### src/rtl/ssn_pkg.sv
package ssn_pkg;

    // register byte offsets
    localparam logic [11:0] SSN_OFF_CTRL   = 12'h000;
    localparam logic [11:0] SSN_OFF_SPEED  = 12'h004;
    localparam logic [11:0] SSN_OFF_STATUS = 12'h008;
    localparam logic [11:0] SSN_OFF_DW1    = 12'h00C;
    localparam logic [11:0] SSN_OFF_DW2    = 12'h010;

    // control register bits
    localparam int SSN_CTRL_EN_BIT   = 0;
    localparam int SSN_CTRL_GEN1_BIT = 1;
    localparam logic [1:0] SSN_CTRL_RST = 2'h0;

    // speed register layout and reset value (10 Gb/s)
    localparam int SSN_SPD_LSE_LSB = 16;
    localparam logic [15:0] SSN_LSM_RST = 16'h000A;
    localparam logic [1:0]  SSN_LSE_RST = 2'h3;

    // status register layout
    localparam int SSN_ST_SENT_BIT = 8;
    localparam int SSN_ST_CNT_LSB  = 16;

    // exponent codes: unit of the mantissa
    localparam logic [1:0] SSN_LSE_BPS  = 2'h0;
    localparam logic [1:0] SSN_LSE_KBPS = 2'h1;
    localparam logic [1:0] SSN_LSE_MBPS = 2'h2;
    localparam logic [1:0] SSN_LSE_GBPS = 2'h3;

    // packet dword 1 fields
    localparam int SSN_SUBTYPE_LSB = 0;
    localparam int SSN_NTYPE_LSB   = 4;
    localparam int SSN_TPF_BIT     = 31;
    localparam logic [3:0] SSN_SUBTYPE_DEVNTF = 4'h4;
    localparam logic [3:0] SSN_NTYPE_SPEED    = 4'h6;

    // packet dword 2 fields
    localparam int SSN_LSE_LSB   = 4;
    localparam int SSN_ASYM_BIT  = 6;
    localparam int SSN_DIR_BIT   = 7;
    localparam int SSN_LANES_LSB = 10;
    localparam int SSN_LP_LSB    = 14;
    localparam int SSN_LSM_LSB   = 16;
    localparam logic [1:0] SSN_LP_CODE   = 2'h1;
    localparam logic [3:0] SSN_LANES_ONE = 4'h0;
    localparam logic       SSN_DIR_RX    = 1'b0;
    localparam logic       SSN_DIR_TX    = 1'b1;

    typedef enum logic [4:0] {
        SSN_IDLE  = 5'h01,
        SSN_ARMED = 5'h02,
        SSN_RX    = 5'h04,
        SSN_TX    = 5'h08,
        SSN_DONE  = 5'h10
    } ssn_state_t;

endpackage

### src/rtl/ssn_notice_tx.sv
`timescale 1ns/10ps
// How it works
// - no notices when running at Gen 1
// - speed is mantissa times 1000 power exponent
// - sublink speed is lane speed times lanes+1
// - SET_ADDRESS status ACK carries TP Follows
// - receive notice is next packet after ACK
// - receive notice carries TP Follows
// - transmit notice directly follows receive notice
// - symmetric single-lane link only
// - dword 1 subtype, notice type, reserved zero
// - 2-bit exponent at dword 2 bit 4
// - exponent codes b, Kb, Mb, Gb per second
// - 2-bit sublink type at dword 2 bit 6
// - direction bit 0 in receive notice
// - pair shares one speed snapshot
// - direction bit 1 in transmit notice
// - lane count field zero at bit 10
// - protocol field 01b at bit 14
// - 16-bit mantissa at dword 2 bit 16
module ssn_notice_tx
    import ssn_pkg::*;
(
    input  wire logic        pclk,
    input  wire logic        presetn,
    input  wire logic        psel,
    input  wire logic        penable,
    input  wire logic        pwrite,
    input  wire logic [11:0] paddr,
    input  wire logic [31:0] pwdata,
    input  wire logic [3:0]  pstrb,
    output logic      [31:0] prdata,
    output logic             pready,
    output logic             pslverr,
    input  wire logic        addr_ack_req,
    input  wire logic        addr_ack_sent,
    output logic             ack_tpf,
    output logic             tp_hold,
    output logic             ntf_valid,
    input  wire logic        ntf_ready,
    output logic      [31:0] ntf_dw1,
    output logic      [31:0] ntf_dw2
);

    function automatic logic ssn_hit(input logic [11:0] a, input logic [11:0] off);
        return a == off;
    endfunction

    ssn_state_t  state_reg;
    ssn_state_t  state_next;
    logic [1:0]  ctrl_reg;
    logic [1:0]  ctrl_next;
    logic [15:0] lsm_reg;
    logic [15:0] lsm_next;
    logic [1:0]  lse_reg;
    logic [1:0]  lse_next;
    logic        sent_reg;
    logic        sent_next;
    logic [7:0]  cnt_reg;
    logic [7:0]  cnt_next;
    logic [31:0] rdata_reg;
    logic [31:0] rdata_next;
    logic        wr_en;
    logic        rd_setup;
    logic        mapped;
    logic        arm;
    logic        load;
    logic        load_dir;
    logic [15:0] snap_lsm;
    logic [1:0]  snap_lse;

    // register bus: zero wait states, unmapped access answers with an error
    always_comb begin
        mapped = ssn_hit(paddr, SSN_OFF_CTRL) || ssn_hit(paddr, SSN_OFF_SPEED)
              || ssn_hit(paddr, SSN_OFF_STATUS) || ssn_hit(paddr, SSN_OFF_DW1)
              || ssn_hit(paddr, SSN_OFF_DW2);
        wr_en    = psel && penable && pwrite;
        rd_setup = psel && !penable && !pwrite;
        pready   = 1'b1;
        pslverr  = psel && penable && !mapped;
        prdata   = rdata_reg;
    end

    always_comb begin
        ctrl_next  = ctrl_reg;
        lsm_next   = lsm_reg;
        lse_next   = lse_reg;
        rdata_next = rdata_reg;
        if (wr_en && ssn_hit(paddr, SSN_OFF_CTRL) && pstrb[0]) begin
            ctrl_next = pwdata[1:0];
        end
        if (wr_en && ssn_hit(paddr, SSN_OFF_SPEED)) begin
            if (pstrb[0]) begin
                lsm_next[7:0] = pwdata[7:0];
            end
            if (pstrb[1]) begin
                lsm_next[15:8] = pwdata[15:8];
            end
            if (pstrb[2]) begin
                lse_next = pwdata[SSN_SPD_LSE_LSB +: 2];
            end
        end
        // read data is prepared in the setup phase so it comes from a flop
        if (rd_setup) begin
            rdata_next = '0;
            if (ssn_hit(paddr, SSN_OFF_CTRL)) begin
                rdata_next[1:0] = ctrl_reg;
            end else if (ssn_hit(paddr, SSN_OFF_SPEED)) begin
                rdata_next[15:0] = lsm_reg;
                rdata_next[SSN_SPD_LSE_LSB +: 2] = lse_reg;
            end else if (ssn_hit(paddr, SSN_OFF_STATUS)) begin
                rdata_next[4:0] = state_reg;
                rdata_next[SSN_ST_SENT_BIT] = sent_reg;
                rdata_next[SSN_ST_CNT_LSB +: 8] = cnt_reg;
            end else if (ssn_hit(paddr, SSN_OFF_DW1)) begin
                rdata_next = ntf_dw1;
            end else if (ssn_hit(paddr, SSN_OFF_DW2)) begin
                rdata_next = ntf_dw2;
            end
        end
    end

    always_ff @(posedge pclk or negedge presetn) begin
        if (!presetn) begin
            ctrl_reg  <= SSN_CTRL_RST;
            lsm_reg   <= SSN_LSM_RST;
            lse_reg   <= SSN_LSE_RST;
            rdata_reg <= '0;
        end else begin
            ctrl_reg  <= ctrl_next;
            lsm_reg   <= lsm_next;
            lse_reg   <= lse_next;
            rdata_reg <= rdata_next;
        end
    end

    // sequence state machine
    always_comb begin
        state_next = state_reg;
        sent_next  = sent_reg;
        cnt_next   = cnt_reg;
        arm        = 1'b0;
        load       = 1'b0;
        load_dir   = SSN_DIR_RX;
        case (state_reg)
            SSN_IDLE, SSN_DONE: begin
                // restart only on a new address
                if (addr_ack_req && ctrl_reg[SSN_CTRL_EN_BIT]
                    && !ctrl_reg[SSN_CTRL_GEN1_BIT]) begin
                    arm        = 1'b1;
                    sent_next  = 1'b0;
                    state_next = SSN_ARMED;
                end
            end
            SSN_ARMED: begin
                if (addr_ack_sent) begin
                    load       = 1'b1;
                    load_dir   = SSN_DIR_RX;
                    state_next = SSN_RX;
                end
            end
            SSN_RX: begin
                if (ntf_ready) begin
                    load       = 1'b1;
                    load_dir   = SSN_DIR_TX;
                    state_next = SSN_TX;
                end
            end
            SSN_TX: begin
                if (ntf_ready) begin
                    sent_next  = 1'b1;
                    cnt_next   = cnt_reg + 8'h01;
                    state_next = SSN_DONE;
                end
            end
            default: begin
                state_next = SSN_IDLE;
            end
        endcase
    end

    always_ff @(posedge pclk or negedge presetn) begin
        if (!presetn) begin
            state_reg <= SSN_IDLE;
            sent_reg  <= 1'b0;
            cnt_reg   <= 8'h00;
        end else begin
            state_reg <= state_next;
            sent_reg  <= sent_next;
            cnt_reg   <= cnt_next;
        end
    end

    // TP Follows flag for the ACK
    assign ack_tpf = (state_reg == SSN_ARMED);
    // no other packet may slip in while the sequence runs
    assign tp_hold = (state_reg == SSN_ARMED) || (state_reg == SSN_RX) || (state_reg == SSN_TX);
    assign ntf_valid = (state_reg == SSN_RX) || (state_reg == SSN_TX);

    ssn_speed_snap u_snap (
        .pclk    (pclk),
        .presetn (presetn),
        .capture (arm),
        .lsm_in  (lsm_reg),
        .lse_in  (lse_reg),
        .lsm_reg (snap_lsm),
        .lse_reg (snap_lse)
    );

    ssn_tp_build u_build (
        .pclk    (pclk),
        .presetn (presetn),
        .load    (load),
        .dir     (load_dir),
        .lsm     (snap_lsm),
        .lse     (snap_lse),
        .dw1_reg (ntf_dw1),
        .dw2_reg (ntf_dw2)
    );
endmodule // ssn_notice_tx

### src/rtl/ssn_speed_snap.sv
`timescale 1ns/10ps
module ssn_speed_snap
    import ssn_pkg::*;
(
    input  wire logic        pclk,
    input  wire logic        presetn,
    input  wire logic        capture,
    input  wire logic [15:0] lsm_in,
    input  wire logic [1:0]  lse_in,
    output logic      [15:0] lsm_reg,
    output logic      [1:0]  lse_reg
);
    logic [15:0] lsm_next;
    logic [1:0]  lse_next;

    // frozen for the whole pair even if software rewrites the speed
    always_comb begin
        lsm_next = lsm_reg;
        lse_next = lse_reg;
        if (capture) begin
            lsm_next = lsm_in;
            lse_next = lse_in;
        end
    end

    always_ff @(posedge pclk or negedge presetn) begin
        if (!presetn) begin
            lsm_reg <= SSN_LSM_RST;
            lse_reg <= SSN_LSE_RST;
        end else begin
            lsm_reg <= lsm_next;
            lse_reg <= lse_next;
        end
    end
endmodule // ssn_speed_snap

### src/rtl/ssn_tp_build.sv
`timescale 1ns/10ps
module ssn_tp_build
    import ssn_pkg::*;
(
    input  wire logic        pclk,
    input  wire logic        presetn,
    input  wire logic        load,
    input  wire logic        dir,
    input  wire logic [15:0] lsm,
    input  wire logic [1:0]  lse,
    output logic      [31:0] dw1_reg,
    output logic      [31:0] dw2_reg
);
    logic [31:0] dw1_next;
    logic [31:0] dw2_next;

    always_comb begin
        dw1_next = dw1_reg;
        dw2_next = dw2_reg;
        if (load) begin
            dw1_next = '0;
            dw1_next[SSN_SUBTYPE_LSB +: 4] = SSN_SUBTYPE_DEVNTF;
            dw1_next[SSN_NTYPE_LSB +: 4]   = SSN_NTYPE_SPEED;
            dw1_next[SSN_TPF_BIT]          = (dir == SSN_DIR_RX);
            dw2_next = '0;
            dw2_next[SSN_LSE_LSB +: 2]     = lse;
            dw2_next[SSN_ASYM_BIT]         = 1'b0;
            dw2_next[SSN_DIR_BIT]          = dir;
            dw2_next[SSN_LANES_LSB +: 4]   = SSN_LANES_ONE;
            dw2_next[SSN_LP_LSB +: 2]      = SSN_LP_CODE;
            dw2_next[SSN_LSM_LSB +: 16]    = lsm;
        end
    end

    always_ff @(posedge pclk or negedge presetn) begin
        if (!presetn) begin
            dw1_reg <= '0;
            dw2_reg <= '0;
        end else begin
            dw1_reg <= dw1_next;
            dw2_reg <= dw2_next;
        end
    end
endmodule // ssn_tp_build

### config.mk
export PLATFORM = sky130hd
export DESIGN_NAME = ssn_notice_tx
export DESIGN_NICKNAME = d
export VERILOG_FILES = /design/src/rtl/ssn_pkg.sv /design/src/rtl/ssn_notice_tx.sv /design/src/rtl/ssn_speed_snap.sv /design/src/rtl/ssn_tp_build.sv
export SDC_FILE = /design/constraint.sdc
export NUM_CORES = 1
export LEC_CHECK = 0
export BUFFER_PORTS_ARGS = -buffer_cell sky130_fd_sc_hd__buf_4
export CORE_MARGIN = 4
export CORE_UTILIZATION = 52
export CTS_BUF_LIST = sky130_fd_sc_hd__clkbuf_16
export DETAILED_ROUTE_END_ITERATION = 12
export PLACE_DENSITY = 0.78
export SLEW_MARGIN = 20
export SYNTH_ARGS = -nofsm -noshare
export SYNTH_HDL_FRONTEND = slang
export SYNTH_HIERARCHICAL = 1
export SYNTH_SLANG_ARGS = --single-unit
### constraint.sdc
create_clock -name pclk -period 2.3 [get_ports pclk]
set_input_delay 0.345 -clock pclk [delete_from_list [all_inputs] [get_ports pclk]]
set_output_delay 0.345 -clock pclk [all_outputs]
set_load 0.02 [all_outputs]
==> out/metrics.yaml, run 1 <==
floorplan:
  fp.dieW_um: 108
  die_area_um2: 11700
  io_pins: 157
  rows: 36
  start_util_pct: 53.5
  core-area_um2: 9770
  die_y_um: 108
clock_tree:
  cts.clk_slew.worst_paths_ns: 0.07
  cts_root_buffer: "clkbuf_16"
  numCtsBuffers: 9
  cts_sinks: 105
  clockBufferDepth: 2
  cts_resized: 0
  cts_tree: "built"
  h-tree-depth: 3
  clk-insertion-delay-late_ns: 0.34
finish:
  regArea_um2: 2640
  drive_gt1_share_pct: 37.1
  multi_input_area_um2: 2250
  syn_to_final_growth_pct: 21.1
  fin_util_pct: 64.8
  largest_reg_flops: 32
  fin_nets: 615
  fin_area_um2: 6340
  nFillCells: 751
  diodes: 0
synth:
  ys_top_cells_by_area: "dfrtp_1 (46%), mux2_4 (8.3%), buf_4 (6.5%)"
  synth_edf_count: 0
  synth_top_area_share_pct: 45.9
  yosysMostFrequentCell: "dfrtp_1"
  async_flop_share_pct: 100
  synth_cell_types: 48
  ys.flop_type: "dfrtp_1"
  ys_seq_area_share_pct: 50.5
  netlist_area_um2: 5230
  synth-seq-cells: 105
  syn_inst: 458
  avgSynthCellArea_um2: 11.4
  synth_warnings: 6
  synth.top_cells.by_count: "dfrtp_1 (96), buf_4 (45), o21ai_0 (45), nand2_1 (40)"
  synth_largest_area_cell: "dfrtp_1"
run:
  maxCapViolCount: 0
critical_path:
  critPathKind: "reg2reg"
  cp-start-kind: "flop"
  path_cells: "nor3_1 -> nand3b_1 -> and4b_1 -> mux2_4"
  worst-path-buf-inv: 0
  slowest_stage: "and4b_1"
  endpoint_kind: "flop"
  crit_fanout: 8
  cpPeakStageDelay_ns: 0.52
  r2r_slack_ns: 0.23
  critPathArrivalTime_ns: 2.30
  path_delay_family: "simple AND/OR/NAND/NOR gates"
  crit_required_ns: 2.53
placed_design:
  dp_hpwl_mm: 9.13
  dpl-instance-area_um2: 5980
  gp_congestion: 0.835
  portBuffers: 100
timing:
  timing_hold_violations_final: 0
  rsz0062_at_grt: "no"
  slew_headroom_pct: 52.4
  fin_crit_sh_pct: 90.1
  worstMarginPinSlew_ns: 0.707
  setup_viol: 0
  fin_skew_ns: 0.00883
  fin_tns_setup_ns: 0
  period_needed_ns: 2.07
  clock.fmax_mhz: 483
  timing.hold.ws_ns: 0.212
  slew_viol_final: 0
drt:
  first_pass_iters: 4
  ant_nets: 0
  via_count: 3884
  avgViaCountPerCell: 5.58
  drc_errors: 0
  wl_mm: 12.8
  wire_per_inst_um: 18.4
  drt_iter0_markers: 199
status:
  status: "finished clean"
global_routing:
  antenna_found_initial: 0
  gr-total-overflow: 0
  grt_pass1_vias: 4020
  grt_max_degree: 40
  grt.total_usage_pct: 22.8
  grt_pass1_wl_mm: 20.5
power_and_ir_drop:
  power_w: 0.00388
  power_density_nw_per_um2: 612
  ir_drop_mv: 0.304
  leakage_nw: 3.13
worst_hold_path:
  hold_class: "in2reg"
placed cells by master (no fill, tap or decap), types with 7 or more instances in the layout:
cell type | netlist | layout
a22o_1 | 8 | 8
xnor2_1 | 7 | 7
o21ai_0 | 45 | 45
a21oi_1 | 8 | 8
mux2_2 | 30 | 30
o31ai_1 | 7 | 7
conb_1 | 2 | 41
dfstp_2 | 9 | 9
buf_4 | 45 | 113
nand2b_1 | 8 | 8
nor2_1 | 14 | 14
a22oi_1 | 30 | 30
nand2_1 | 40 | 40
dfrtp_1 | 96 | 96
clkbuf_16 | 0 | 9
mux2_4 | 29 | 29
worst paths after layout:
path                                           from                       end  depth (start not counted)
setup / recovery           state_reg[4]$_DFFE_PN0P_    cnt_reg[1]$_DFFE_PN0P_                          4
hold / removal                            ntf_ready  state_reg[3]$_DFFE_PN0P_                          2
setup reg to reg           state_reg[4]$_DFFE_PN0P_    cnt_reg[1]$_DFFE_PN0P_                          4
hold reg to reg              cnt_reg[7]$_DFFE_PN0P_    cnt_reg[7]$_DFFE_PN0P_                          1
max in group asynchronous                   presetn    prdata[17]$_DFFE_PN0P_                          3
min in group asynchronous                   presetn  state_reg[1]$_DFFE_PN0P_                          2
power breakdown:
part / switching, W / internal [W]
clock: 0.000678 / 0.00107
combinational: 0.000195 / 0.0000864
sequential: 0.00000202 / 0.00185
total: 0.000875 / 0.00300
metrics by stage:
step | std cells | setup WS, ns
after detailed placement | 679 | 0.122
after CTS | 696 | 0.243
final | 696 | 0.229
after global placement | 679 | 0.186
after global routing | 696 | 0.0538
after floorplan | 497 | 0.262
cell type report:
| type | count | area share, % |
|---|---|---|
| Timing Repair Buffer | 117 | 14.5 |
| Clock inverter | 7 | 1.84 |
| Inverter | 6 | 0.355 |
| Multi-Input combinational cell | 319 | 35.5 |
| Sequential cell | 105 | 41.6 |
| Tap cell | 133 | 2.63 |
| Clock buffer | 9 | 3.55 |
logic make-up after synthesis:
kind of cell	share of synthesized area (%)
fa+ha+maj	0.239
other cells	0.144
buf+inv	9.45
flops	50.5
xor+xnor	1.51
compound gates	12.8
simple gates	10.1
mux	15.4
metal layers:
| metal | track usage [%] | wire length (µm) | up-vias |
|---|---|---|---|
| li1 | - | - | 1756 |
| met2 | 37.4 | 6340 | 168 |
| met4 | 10.3 | 260 | 0 |
| met1 | 29.1 | 5240 | 1940 |
| met5 | 0 | 0 | - |
| met3 | 4.72 | 940 | 20 |
timing repair:
action | in CTS | in global routing
hold endpoints to repair | 32 | 0
buffers inserted | 0 | 0
hold buffers | 1 | 0
worst reg2reg max path: cells and delay by family, from the launching register on:
kind | cells | cell delay [ns]
multiplexers | 1 | 0.33
flip-flops | 1 | 0.48
AND/OR/NAND/NOR | 3 | 1.14
Power figures use the tool's default switching activity.
==> run 2: changes to the inputs <==
--- a/config.mk
+++ b/config.mk
@@ -10,6 +10,7 @@
 export CORE_UTILIZATION = 52
 export CTS_BUF_LIST = sky130_fd_sc_hd__clkbuf_16
 export DETAILED_ROUTE_END_ITERATION = 12
+export MAX_ROUTING_LAYER = met4
 export PLACE_DENSITY = 0.78
 export SLEW_MARGIN = 20
 export SYNTH_ARGS = -nofsm -noshare
==> run 2 against run 1 <==
Compared with the run above: power hardly changed; clock-buffer cell count stayed put; clock power hardly changed; critical path type unchanged; first-iteration DRC count is 7.0% lower; clock skew is 0.00068 ns lower; die area stayed put; flip-flop and latch count stayed put; setup slack better by 0.0028 ns.
==> out/metrics.yaml, run 2 (synthesis gave the netlist of run 1 again) <==
timing:
  timing_hold_violations_final: 0  # unchanged
  slew_viol_final: 0  # unchanged
  fin_skew_ns: 0.00815  # was 0.00883 ns
  worstMarginPinSlew_ns: 0.693  # was 0.707 ns
  fin_crit_sh_pct: 89.9  # was 90.1%
  clock.fmax_mhz: 483  # about the same
  rsz0062_at_grt: "no"  # unchanged
  setup_ws_ns: 0.231  # was 0.229 ns
  slew_headroom_pct: 53.3  # was 52.4%
  setup_viol: 0  # unchanged
  period_needed_ns: 2.07  # about the same
  fin_tns_setup_ns: 0  # unchanged
clock_tree:
  numCtsBuffers: 9  # unchanged
  cts.clk_slew.worst_paths_ns: 0.07  # about the same
  clockBufferDepth: 2  # unchanged
  h-tree-depth: 3  # unchanged
  cts_sinks: 105  # unchanged
  clk-insertion-delay-late_ns: 0.34  # about the same
  cts_root_buffer: "clkbuf_16"  # unchanged
  cts_tree: "built"  # unchanged
finish:
  fin_area_um2: 6340  # unchanged
  fin_nets: 615  # unchanged
  largest_reg_flops: 32  # unchanged
  final_cell_mix: "buf_4 (113), dfrtp_1 (96), o21ai_0 (45)"  # unchanged
  syn_to_final_growth_pct: 21.1  # unchanged
  fin_util_pct: 64.8  # unchanged
  layout_commonest_cell: "buf_4"  # unchanged
  diodes: 0  # unchanged
  drive_gt1_share_pct: 37.1  # unchanged
drt:
  drt_iter0_markers: 185  # was 199
  via_count: 3902  # was 3884
  avgViaCountPerCell: 5.61  # was 5.58
  first_pass_iters: 5  # was 4
  ant_nets: 0  # unchanged
  wl_mm: 12.9  # was 12.8 mm
  drc_errors: 0  # unchanged
  wire_per_inst_um: 18.5  # was 18.4 µm
floorplan:
  rows: 36  # unchanged
  start_util_pct: 53.5  # unchanged
  fp.dieW_um: 108  # unchanged
  core-area_um2: 9770  # unchanged
  die_area_um2: 11700  # unchanged
  die_y_um: 108  # unchanged
  io_pins: 157  # unchanged
global_routing:
  grt_pass1_wl_mm: 20.5  # about the same
  grt.total_usage_pct: 23.4  # was 22.8%
  gr-total-overflow: 0  # unchanged
  antenna_found_initial: 0  # unchanged
  grt_pass1_vias: 4024  # was 4020
  grt_max_degree: 40  # unchanged
critical_path:
  cp-start-kind: "flop"  # unchanged
  endpoint_kind: "flop"  # unchanged
  crit_required_ns: 2.53  # about the same
  slowest_stage: "and4b_1"  # unchanged
  crit_fanout: 8  # unchanged
  path_cells: "nor3_1 -> nand3b_1 -> and4b_1 -> mux2_4"  # unchanged
  critPathArrivalTime_ns: 2.30  # about the same
  critPathKind: "reg2reg"  # unchanged
  cpPeakStageDelay_ns: 0.52  # about the same
power_and_ir_drop:
  power_density_nw_per_um2: 611  # was 612 nW/µm²
  leakage_nw: 3.13  # unchanged
  ir_drop_mv: 0.305  # was 0.304 mV
placed_design:
  portBuffers: 100  # unchanged
  dp_hpwl_mm: 9.13  # unchanged
  dpl-instance-area_um2: 5980  # unchanged
  dp_worst_setup_slack_ns: 0.122  # unchanged
  gp_congestion: 0.848  # was 0.835
worst_hold_path:
  hold_class: "in2reg"  # unchanged
status:
  status: "finished clean"  # unchanged
run:
  maxCapViolCount: 0  # unchanged
## run 2: cell counts in the layout (fill, tap and decap cells not counted)
No cell type changed its count.
## run 2: where the power goes
part	internal (W)	switching, W	leakage (nW)
Sequential	0.00185	0.00000202	1.42
Clock	0.00107	0.000675	0.168
Combinational	0.0000864	0.000195	1.54
Total	0.00300	0.000872	3.13
## run 2: through the flow
step           total power, W  hold WS (ns)  cells
6_report              0.00387         0.215    696
2_1_floorplan         0.00208        0.0494    497
3_5_place_dp          0.00216         0.355    679
5_1_grt               0.00400         0.223    696
3_3_place_gp          0.00215         0.345    679
4_1_cts               0.00389         0.197    696
## run 2: worst paths after layout
check | from | to | slack (ns) | cells past startpoint
setup reg to reg | state_reg[4]$_DFFE_PN0P_ | cnt_reg[1]$_DFFE_PN0P_ | 0.23 | 4
setup / recovery | state_reg[4]$_DFFE_PN0P_ | cnt_reg[1]$_DFFE_PN0P_ | 0.23 | 4
max in group asynchronous | presetn | prdata[17]$_DFFE_PN0P_ | 1.00 | 3
hold / removal | ntf_ready | state_reg[3]$_DFFE_PN0P_ | 0.21 | 2
hold reg to reg | cnt_reg[7]$_DFFE_PN0P_ | cnt_reg[7]$_DFFE_PN0P_ | 0.47 | 1
min in group asynchronous | presetn | state_reg[1]$_DFFE_PN0P_ | 0.51 | 2
## run 2: layer usage
layer	track usage [%]	share of wire (%)
met5	-	0
met4	10.3	2.1
met3	4.18	6.3
met2	37.4	50
met1	29.5	42
## run 2: what timing repair did
| item | 4_1_cts | 5_1_grt |
|---|---|---|
| hold buffers | 1 | 0 |
| hold endpoints to repair | 32 | 0 |
| gates resized for setup | 0 | 0 |
| setup buffers | 0 | 0 |
## run 2: final cells by class
type,count,area (µm²)
fill,751,3440
sequential,105,2640
multi-input combinational,319,2250
timing repair buffer,117,918
clock buffer,9,225
tap,133,166
clock inverter,7,116
inverter,6,22.5
## run 2: critical path, delay by kind of cell (launching register included)
kind	cells	cell delay, ns
multiplexers	1	0.33
flip-flops	1	0.48
AND/OR/NAND/NOR	3	1.14
==> run 3: changes to the inputs <==
--- a/config.mk
+++ b/config.mk
@@ -6,6 +6,7 @@
 export NUM_CORES = 1
 export LEC_CHECK = 0
 export BUFFER_PORTS_ARGS = -buffer_cell sky130_fd_sc_hd__buf_4
+export CORE_ASPECT_RATIO = 1.1
 export CORE_MARGIN = 4
 export CORE_UTILIZATION = 52
 export CTS_BUF_LIST = sky130_fd_sc_hd__clkbuf_16
==> run 3 against run 2 <==
Compared with the run above: combinational power grew 2%; clock power shrank 14%; critical path depth grew 1; clock-buffer cell count is the same; power shrank 6.3%; largest power group unchanged; die area is essentially flat; hold slack lost 0.015 ns; sequential power is essentially flat; sequential share of layout area grew 0.32 points.
==> out/metrics.yaml, run 3 (synthesis gave the netlist of run 1 again) <==
timing:
  slew_headroom_pct: 61.8  # was 53.3%
  period_needed_ns: 2.24  # was 2.07 ns
  rsz0062_at_grt: "no"  # unchanged
  fin_skew_ns: 0.00966  # was 0.00815 ns
  timing_hold_violations_final: 0  # unchanged
  fin_crit_sh_pct: 97.6  # was 89.9%
  worstMarginPinSlew_ns: 0.567  # was 0.693 ns
  slew_viol_final: 0  # unchanged
  fin_tns_setup_ns: 0  # unchanged
  clock.fmax_mhz: 445  # was 483 MHz
  setup_viol: 0  # unchanged
drt:
  drt-met1-wl_mm: 5.30  # was 5.40 mm
  drt_iter0_markers: 199  # was 185
  avgViaCountPerCell: 5.61  # about the same
  via_count: 3846  # was 3902
  first_pass_iters: 4  # was 5
  wl_mm: 13.1  # was 12.9 mm
  drc_errors: 0  # unchanged
  wl_met2_mm: 6.66  # was 6.38 mm
  dr_wl_met3_um: 797  # was 804 µm
  routed.top_layer: "met4"  # unchanged
  ant_nets: 0  # unchanged
  wire_per_inst_um: 19.1  # was 18.5 µm
critical_path:
  rr_worst_depth: 5  # was 4
  critPathArrivalTime_ns: 2.47  # was 2.30 ns
  slowest_stage: "or3_2"  # was and4b_1
  path_cells: "or3_4 -> or3_2 -> inv_1 -> buf_4 -> mux2_2"  # was nor3_1 -> nand3b_1 -> and4b_1 -> mux2_4
  crit_fanout: 7  # was 8
  cp-start-kind: "flop"  # unchanged
  crit_required_ns: 2.53  # about the same
  endpoint_kind: "flop"  # unchanged
  critPathKind: "reg2reg"  # unchanged
  cpPeakStageDelay_ns: 0.51  # was 0.52 ns
global_routing:
  antenna_found_initial: 0  # unchanged
  gr-total-overflow: 0  # unchanged
  grt.total_usage_pct: 23.2  # was 23.4%
  grt_pass1_wl_mm: 21.0  # was 20.5 mm
  grt_pass1_vias: 4092  # was 4024
  grt_max_degree: 47  # was 40
worst_hold_path:
  hold_class: "in2reg"  # unchanged
  hold_path_depth: 2  # unchanged
finish:
  fin_cells: 685  # was 696
  drive_gt1_share_pct: 37.2  # was 37.1%
  final_cell_mix: "buf_4 (116), dfrtp_1 (96), o21ai_0 (45)"  # was buf_4 (113), dfrtp_1 (96), o21ai_0 (45)
  fin_nets: 618  # was 615
  layout_commonest_cell: "buf_4"  # unchanged
  largest_reg_flops: 32  # unchanged
  diodes: 0  # unchanged
  syn_to_final_growth_pct: 20.2  # was 21.1%
floorplan:
  fp.dieW_um: 104  # was 108 µm
  die_y_um: 113  # was 108 µm
  start_util_pct: 53.1  # was 53.5%
  rows: 38  # was 36
  die_area_um2: 11700  # about the same
  io_pins: 157  # unchanged
  core-area_um2: 9840  # was 9770 µm²
clock_tree:
  clk-insertion-delay-late_ns: 0.34  # about the same
  cts_root_buffer: "clkbuf_16"  # unchanged
  cts.clk_slew.worst_paths_ns: 0.07  # about the same
  h-tree-depth: 3  # unchanged
  cts_tree: "built"  # unchanged
  numCtsBuffers: 9  # unchanged
  cts_sinks: 105  # unchanged
  clockBufferDepth: 2  # unchanged
placed_design:
  dp.cells: 669  # was 679
  gp_congestion: 0.866  # was 0.848
  portBuffers: 100  # unchanged
  dp_hpwl_mm: 9.80  # was 9.13 mm
power_and_ir_drop:
  ir_drop_mv: 0.360  # was 0.305 mV
  power_density_nw_per_um2: 577  # was 611 nW/µm²
  leakage_nw: 3.12  # was 3.13 nW
run:
  maxCapViolCount: 0  # unchanged
status:
  status: "finished clean"  # unchanged
[run 3: metrics by stage]
step | total power, W | utilization [%] | hold slack (ns) | worst slack [ns] | area (µm²)
floorplan | 0.00208 | - | 0.0494 | 0.262 | 5380
global placement | 0.00216 | 60.9 | 0.347 | 0.146 | 5990
detailed placement | 0.00216 | 60.9 | 0.351 | 0.115 | 5990
CTS | 0.00364 | 63.9 | 0.196 | 0.0893 | 6290
global route | 0.00375 | 63.9 | 0.201 | 0.0126 | 6290
finish | 0.00363 | 63.9 | 0.200 | 0.0552 | 6290
[run 3: what timing repair did]
item | CTS | global route
setup endpoints to repair | 0 | 0
hold buffers | 1 | 0
hold endpoints to repair | 26 | 0
buffers inserted | 0 | 0
resized for setup | 0 | 0
[run 3: power breakdown]
part / internal (W) / switching, W
sequential: 0.00185 / 0.00000197
combinational: 0.0000906 / 0.000196
clock: 0.000832 / 0.000658
total: 0.00277 / 0.000856
[run 3: worst paths after layout]
check	endpoint	slack, ns	from
max	u_snap/lsm_reg[2]$_DFFE_PN0P_	0.06	state_reg[1]$_DFFE_PN0P_
min	state_reg[3]$_DFFE_PN0P_	0.20	ntf_ready
max reg2reg	u_snap/lsm_reg[2]$_DFFE_PN0P_	0.06	state_reg[1]$_DFFE_PN0P_
min reg2reg	sent_reg$_DFFE_PN0P_	0.48	sent_reg$_DFFE_PN0P_
max in group asynchronous	lse_reg[0]$_DFFE_PN1P_	1.04	presetn
min in group asynchronous	state_reg[3]$_DFFE_PN0P_	0.51	presetn
[run 3: final cells by class]
class	count	area, µm²
clock buffers	9	225
clock inverters	6	61.3
fillers	766	3550
inverters	6	22.5
multi-input cells	319	2250
flip-flops and latches	105	2640
well taps	120	150
repair buffers	120	941
[run 3: per-layer routing]
metal  global-route usage [%]  vias to the layer above
li1                         -                     1758
met1                     27.4                     1899
met2                     40.0                      160
met3                     5.19                       29
met4                     7.18                        0
met5                        -                        -
[run 3: critical path, delay by kind of cell (launching register included)]
family	cells	cell delay [ns]
buf+inv	2	0.40
simple gates	2	0.95
flops	1	0.45
mux	1	0.33
